## config.mk

```make
export PLATFORM = sky130hd
export DESIGN_NAME = fsr_regs
export DESIGN_NICKNAME = d
export VERILOG_FILES = /design/src/pkg/fsr_pkg.sv /design/src/hdl/fsr_regs.sv
export SDC_FILE = /design/constraint.sdc
export NUM_CORES = 1
export LEC_CHECK = 0
export BUFFER_PORTS_ARGS = -buffer_cell sky130_fd_sc_hd__clkbuf_2
export CAP_MARGIN = 20
export CELL_PAD_IN_SITES_DETAIL_PLACEMENT = 1
export CELL_PAD_IN_SITES_GLOBAL_PLACEMENT = 2
export CORE_ASPECT_RATIO = 1.5
export CORE_MARGIN = 2
export CORE_UTILIZATION = 37
export DETAILED_ROUTE_END_ITERATION = 16
export PLACE_DENSITY_LB_ADDON = 0.1
export SLEW_MARGIN = 20
export SYNTH_ARGS = -nofsm -noshare
export SYNTH_HDL_FRONTEND = slang
export SYNTH_SLANG_ARGS = --single-unit
```

## constraint.sdc

```tcl
create_clock -name clk_sys_i -period 3.15 [get_ports clk_sys_i]
set_input_delay 0.1575 -clock clk_sys_i [delete_from_list [all_inputs] [get_ports clk_sys_i]]
set_output_delay 0.1575 -clock clk_sys_i [all_outputs]
set_load 0.005 [all_outputs]
```

## src/pkg/fsr_pkg.sv

```systemverilog
// Purpose: constants and types for the fault status / identity register bank
// Assumes: one 40 MHz clock, bus pins sampled synchronously
// Notes:   register map and reset values shared by design and bench
package fsr_pkg;

    localparam logic [6:0] DEV_ADDR      = 7'h38;
    localparam logic [7:0] REG_FUNC1     = 8'h00;
    localparam logic [7:0] REG_FUNC2     = 8'h01;
    localparam logic [7:0] REG_FAULT     = 8'h02;
    localparam logic [7:0] REG_ID        = 8'h03;
    localparam logic [7:0] FUNC1_RESET   = 8'h86;
    localparam logic [7:0] FUNC2_RESET   = 8'h28;
    localparam logic [1:0] PROT_RESET    = 2'h0;
    localparam logic [5:0] FLAGS_RESET   = 6'h00;
    // arbitrary identity value, not tied to any real part
    localparam logic [7:0] ID_CODE       = 8'h5a;
    localparam int         FSW_LSB       = 3;
    localparam int         FSW_MSB       = 4;
    localparam logic [3:0] BYTE_BITS     = 4'h8;
    localparam logic [11:0] FSW_KHZ_200  = 12'h0c8;
    localparam logic [11:0] FSW_KHZ_400  = 12'h190;
    localparam logic [11:0] FSW_KHZ_1000 = 12'h3e8;
    localparam logic [11:0] FSW_KHZ_2200 = 12'h898;

    typedef struct packed {
        logic pin_ground_short_flag;
        logic overtemp_flag;
        logic output_undervolt_flag;
        logic overcurrent_flag;
        logic source_short_flag;
        logic source_open_flag;
    } fsr_fault_t;

    typedef enum logic [3:0] {
        ST_IDLE,
        ST_ADDR,
        ST_ADDR_ACK,
        ST_REG,
        ST_REG_ACK,
        ST_WDATA,
        ST_WDATA_ACK,
        ST_RDATA,
        ST_RDATA_ACK
    } fsr_state_t;

endpackage : fsr_pkg

```

## src/hdl/fsr_regs.sv

```systemverilog
// Purpose: serial-access register bank with latched fault flags and identity
// Assumes: scl/sda already synchronous to clk_sys_i; bus far slower than clock
// Notes:   sda is open drain: sda_oe_n_o low means the pin is pulled low
`timescale 1ns/1ps
module fsr_regs
    import fsr_pkg::*;
(
    // clock and reset
    input  wire logic        clk_sys_i,
    input  wire logic        reset_i,
    // serial bus pins
    input  wire logic        scl_i,
    input  wire logic        sda_i,
    output logic             sda_o,
    output logic             sda_oe_n_o,
    // protection events
    input  wire fsr_fault_t  fault_evt_i,
    // configuration and fault status to the converter
    output logic [7:0]       func1_o,
    output logic [7:0]       func2_o,
    output logic [1:0]       prot_ctrl_o,
    output logic [1:0]       switch_set_pin_a_select_o,
    output logic [11:0]      switch_set_pin_a_khz_o,
    output fsr_fault_t       fault_flags_o
);

    function automatic logic [11:0] set_pin_a_khz(input logic [1:0] code);
        logic [11:0] r;
        r = FSW_KHZ_200;
        case (code)
            2'h1: r = FSW_KHZ_400;
            2'h2: r = FSW_KHZ_1000;
            2'h3: r = FSW_KHZ_2200;
            default: r = FSW_KHZ_200;
        endcase
        return r;
    endfunction : set_pin_a_khz

    ////////////////////////////////////////////////////////////////////////
    fsr_state_t  state_q;
    logic        scl_q;
    logic        sda_q;
    logic [3:0]  cnt_q;
    logic [7:0]  shift_q;
    logic [7:0]  ptr_q;
    logic        rw_q;
    logic        drive_q;
    logic        nack_q;
    logic [5:0]  snap_q;
    logic [7:0]  func1_q;
    logic [7:0]  func2_q;
    logic [1:0]  prot_q;
    logic [5:0]  flags_q;
    logic [5:0]  flags_d;
    logic [11:0] khz_q;

    wire scl_rise = scl_i & ~scl_q;
    wire scl_fall = ~scl_i & scl_q;
    wire start_c  = scl_i & scl_q & sda_q & ~sda_i;
    wire stop_c   = scl_i & scl_q & ~sda_q & sda_i;
    wire byte_end = (cnt_q == BYTE_BITS);
    wire addr_hit = (shift_q[7:1] == DEV_ADDR);
    wire [5:0] evt = fault_evt_i;

    // read data mux
    wire [7:0] rd_byte;
    assign rd_byte = (ptr_q == REG_FUNC1) ? func1_q :
                     (ptr_q == REG_FUNC2) ? func2_q :
                     (ptr_q == REG_FAULT) ? {prot_q, flags_q} :
                     (ptr_q == REG_ID)    ? ID_CODE : 8'h00;
    wire [5:0] rd_flags = (ptr_q == REG_FAULT) ? flags_q : 6'h00;

    // clear fires at the master's ack slot, once the byte is fully sent
    wire rd_done = (state_q == ST_RDATA_ACK) && scl_rise;
    wire [5:0] clr_mask = rd_done ? snap_q : 6'h00;
    wire wr_en = (state_q == ST_WDATA) && scl_fall && byte_end;

    // set beats clear, so an event landing on the clear cycle survives
    assign flags_d = (flags_q & ~clr_mask) | evt;

    ////////////////////////////////////////////////////////////////////////
    always_ff @(posedge clk_sys_i)
    begin
        if (reset_i)
        begin
            flags_q <= FLAGS_RESET;
            func1_q <= FUNC1_RESET;
            func2_q <= FUNC2_RESET;
            prot_q  <= PROT_RESET;
            khz_q   <= FSW_KHZ_400;
        end
        else
        begin
            flags_q <= flags_d;
            khz_q   <= set_pin_a_khz(func2_q[FSW_MSB:FSW_LSB]);
            if (wr_en && ptr_q == REG_FUNC1)
                func1_q <= shift_q;
            if (wr_en && ptr_q == REG_FUNC2)
                func2_q <= shift_q;
            if (wr_en && ptr_q == REG_FAULT)
                prot_q <= shift_q[7:6];
        end
    end

    ////////////////////////////////////////////////////////////////////////
    always_ff @(posedge clk_sys_i)
    begin
        if (reset_i)
        begin
            state_q <= ST_IDLE;
            scl_q   <= 1'b1;
            sda_q   <= 1'b1;
            cnt_q   <= 4'h0;
            shift_q <= 8'h00;
            ptr_q   <= 8'h00;
            rw_q    <= 1'b0;
            drive_q <= 1'b0;
            nack_q  <= 1'b0;
            snap_q  <= 6'h00;
        end
        else
        begin
            scl_q <= scl_i;
            sda_q <= sda_i;
            if (stop_c)
            begin
                state_q <= ST_IDLE;
                drive_q <= 1'b0;
            end
            else if (start_c)
            begin
                state_q <= ST_ADDR;
                cnt_q   <= 4'h0;
                drive_q <= 1'b0;
            end
            else if (scl_rise)
            begin
                case (state_q)
                    ST_ADDR, ST_REG, ST_WDATA:
                    begin
                        shift_q <= {shift_q[6:0], sda_i};
                        cnt_q   <= cnt_q + 4'h1;
                    end
                    ST_RDATA:
                    begin
                        shift_q <= {shift_q[6:0], 1'b0};
                        cnt_q   <= cnt_q + 4'h1;
                    end
                    ST_RDATA_ACK:
                    begin
                        nack_q <= sda_i;
                        ptr_q  <= ptr_q + 8'h01;
                    end
                    default: ;
                endcase
            end
            else if (scl_fall)
            begin
                case (state_q)
                    ST_ADDR:
                        if (byte_end)
                        begin
                            if (addr_hit)
                            begin
                                state_q <= ST_ADDR_ACK;
                                rw_q    <= shift_q[0];
                                drive_q <= 1'b1;
                            end
                            else
                                state_q <= ST_IDLE;
                        end
                    ST_ADDR_ACK, ST_RDATA_ACK:
                    begin
                        cnt_q <= 4'h0;
                        if ((state_q == ST_ADDR_ACK && rw_q) ||
                            (state_q == ST_RDATA_ACK && !nack_q))
                        begin
                            state_q <= ST_RDATA;
                            shift_q <= rd_byte;
                            snap_q  <= rd_flags;
                            drive_q <= ~rd_byte[7];
                        end
                        else
                        begin
                            state_q <= (state_q == ST_ADDR_ACK) ?
                                       ST_REG : ST_IDLE;
                            drive_q <= 1'b0;
                        end
                    end
                    ST_REG:
                        if (byte_end)
                        begin
                            state_q <= ST_REG_ACK;
                            ptr_q   <= shift_q;
                            drive_q <= 1'b1;
                        end
                    ST_WDATA:
                        if (byte_end)
                        begin
                            state_q <= ST_WDATA_ACK;
                            drive_q <= 1'b1;
                        end
                    ST_REG_ACK, ST_WDATA_ACK:
                    begin
                        if (state_q == ST_WDATA_ACK)
                            ptr_q <= ptr_q + 8'h01;
                        state_q <= ST_WDATA;
                        cnt_q   <= 4'h0;
                        drive_q <= 1'b0;
                    end
                    ST_RDATA:
                        if (byte_end)
                        begin
                            state_q <= ST_RDATA_ACK;
                            drive_q <= 1'b0;
                        end
                        else
                            drive_q <= ~shift_q[7];
                    default: ;
                endcase
            end
        end
    end

    assign sda_o                = 1'b0;
    assign sda_oe_n_o           = ~drive_q;
    assign func1_o              = func1_q;
    assign func2_o              = func2_q;
    assign prot_ctrl_o          = prot_q;
    assign switch_set_pin_a_select_o = func2_q[FSW_MSB:FSW_LSB];
    assign switch_set_pin_a_khz_o    = khz_q;
    assign fault_flags_o        = flags_q;
endmodule : fsr_regs

```

==> summary.txt <==
Finish
  – Area Overhead vs Synth: 15.8%
  – Most common cell after layout, fill and taps aside: dfxtp_1
  – Share of cells above drive strength 1: 0.175
  – Fin cells: 594
  – Inserted Diodes: 0
  – Layout filler cell count: 1209
  – Most frequent cells in the layout: dfxtp_1 (65), nor2_1 (57), clkbuf_2 (43)
  – # nets final: 500

GRT
  – First-pass GRT wire length: 17800 microns
  – Initial antenna violation count: 0
  – Overall global routing resource usage: 0.208
  – Largest net degree at the start of global routing: 37
  – Vias in the first global route: 3449
  – Gr ovfl total: 0

Synthesis
  – Syn. warnings: 0
  – Synthesized instance count: 446
  – Yosys reg bits: 65
  – Post-synth top area share: 0.356
  – Sequential area share after synthesis: 0.356
  – Synthesized area: 0.00365 sq mm
  – Leading area contributor after synthesis: dfxtp_1
  – Mean Syn Cell Area: 8.19 sq um
  – Post-synth EDFFs: 0
  – Ys flop type: dfxtp_1
  – Distinct cells, synth: 61
  – Fraction of registers with async set/reset: 0
  – Top cells by area, synth: dfxtp_1 (36%), nor2_1 (5.9%), ha_1 (5.5%)

Placed design
  – Dpl ws: 0.920 ns
  – Global placement routability congestion: 0.844
  – Final HPWL DP: 7860 microns
  – Port-buffer cells: 43
  – Dpl cells: 578

STA
  – Final worst setup slack: 0.913 ns
  – Slew at the pin closest to its max-slew limit: 0.845 ns
  – Final Cycle Share: 0.710
  – Period minus WS final: 2.24 ns
  – RSZ-0062 raised after global routing: no
  – Setup Skew: 0.00824 ns
  – Setup violations, final: 0
  – Max Slew Vio Count: 0
  – Slew headroom: 0.433
  – Setup Total Neg Slack: 0 ns
  – FMAX: 447 MHz
  – Final Hold Vio Count: 0

Clock tree
  – TritonCTS clock tree: built
  – Clock Sinks: 65
  – Maximum buffer depth of the clock tree: 2
  – H-Tree Depth: 3
  – Post-cts sizing count: 0
  – Clk_lat worst skew: 0.33 ns
  – Postcts setup bufs: 0
  – Hold buffer count at cts: 0
  – Root buffer cell: clkbuf_16
  – Total CTS buffers: 9
  – Clk pin slew, worst setup/hold paths: 0.06 ns

Run
  – Max_cap viols: 0

Floorplan
  – DIE WIDTH: 85.1 microns
  – Boundary Pins: 50
  – Cell Rows: 44
  – Initial core utilization: 0.379
  – Die area: 0.0107 sq mm
  – Core Box Area: 0.00963 sq mm
  – Die Ht: 126 microns

Hold path
  – Hold WC Path Type: in -> reg

Drt
  – First-pass DRT Iterations: 4
  – Remaining antenna violation count after routing: 0
  – Avg WL per Cell: 18.0 microns
  – DRC: 0
  – Vias: 3295
  – Via density: 5.55
  – Total Routed Length: 10700 microns
  – Drt first-iter violations: 128

Critical path
  – Crit start category: flip-flop
  – Critical path arrival: 2.47 ns
  – CP Class: reg -> reg
  – CP cell instances: nor2b_1 -> nand2_1 -> a21boi_2 -> nor2_1 -> a311oi_1
  – Critical path's largest stage delay: 0.70 ns
  – CP Capture Type: flip-flop
  – Crit Path Max Fanout: 18
  – Critical Path RT: 3.38 ns
  – Crit path max-delay cell type: dfxtp_1
  – FF-to-FF setup slack: 0.91 ns

Power
  – Worst VDD drop: 302 uV
  – Total Power: 0.00211 W
  – Power Density: 500 mW/mm^2
  – Total leakage power: 1.73 nW

Outcome
  – Status: finished, final reports clean
-- Yosys cell counts (3+ instances only) --
cell type	count
nand2b_1	10
clkbuf_1	16
buf_4	9
a21o_1	6
ha_1	16
inv_1	25
buf_2	8
or2_2	7
o21bai_1	3
nor4_1	4
a211o_1	5
a22oi_1	3
a311oi_1	4
nor3b_1	8
nor2_1	57
nor2b_1	6
dfxtp_1	65
nand2_1	27
nor3_1	7
o31ai_1	6
a311o_1	3
a211oi_1	10
a31oi_1	3
nand4_1	11
nand3_1	9
a32oi_1	5
o21ai_0	21
a21oi_1	36
mux2i_1	16
-- layout make-up --
type                            instances  area [sq um]  area share
Clock buffer                            9           225      0.0533
Clock inverter                          7           118      0.0278
Inverter                               25          93.8      0.0222
Multi-Input combinational cell        324          2090       0.493
Sequential cell                        65          1300       0.308
Tap cell                              115           144      0.0340
Timing Repair Buffer                   49           260      0.0615
-- power by group --
group | switching [W] | internal (W) | leakage (nW)
clock network | 0.000390 | 0.000774 | 0.170
registers | 0.0000167 | 0.000832 | 0.527
logic | 0.0000668 | 0.0000349 | 1.03
-- logic make-up (layout without fill, tap and decap cells) --
family	Yosys count	after routing	synth area share
fa+ha+maj	16	16	0.0548
flops	65	65	0.356
buf+inv	61	90	0.0767
other cells	2	6	0.00206
simple gates	166	166	0.248
compound gates	117	117	0.211
xor+xnor	2	2	0.00480
mux	17	17	0.0469
-- worst max-delay path: cells and delay by family (launching register included) --
kind / cells / cell delay (ns)
and+or+nand+nor: 3 / 0.59
DFF: 1 / 0.70
AOI/OAI and AO/OA: 2 / 0.84
-- layer usage --
metal	vias to the layer above	share of wire	wire, microns	track usage
met5	-	0	0	0
met2	50	0.52	5550	0.366
li1	1621	-	-	-
met3	21	0.026	283	0.0334
met4	0	0.034	359	0.0906
met1	1603	0.42	4500	0.247
-- state kept, by name, indices dropped and copies added (netlist names) --
name	flops
func1_o	8
func2_o	8
ptr_q	8
shift_q	8
fault_flags_o	6
snap_q	6
switch_set_pin_a_khz_o	6
cnt_q	4
state_q	4
prot_ctrl_o	2
drive_q	1
nack_q	1
rw_q	1
scl_q	1
sda_q	1
-- stage by stage --
| step | instance area (sq um) | hold WS (ns) | util |
|---|---|---|---|
| 2_1_floorplan | 3670 | 0.264 | - |
| 3_3_place_gp | 3890 | 0.363 | 0.403 |
| 3_5_place_dp | 3890 | 0.381 | 0.403 |
| 4_1_cts | 4230 | 0.0363 | 0.439 |
| 5_1_grt | 4230 | 0.0598 | 0.439 |
| 6_report | 4230 | 0.0383 | 0.439 |
-- worst paths after layout --
| path | startpoint | end | cells past startpoint |
|---|---|---|---|
| worst min register to register | snap_q[3]$_SDFFE_PP0P_ | snap_q[3]$_SDFFE_PP0P_ | 2 |
| worst max register to register | state_q[0]$_SDFFE_PP0P_ | shift_q[7]$_SDFFE_PP0P_ | 5 |
| worst min-delay path | fault_evt_i[5] | fault_flags_o[5]$_SDFF_PP0_ | 3 |
| worst max-delay path | state_q[0]$_SDFFE_PP0P_ | shift_q[7]$_SDFFE_PP0P_ | 5 |
(Power assumes the default switching activity.)
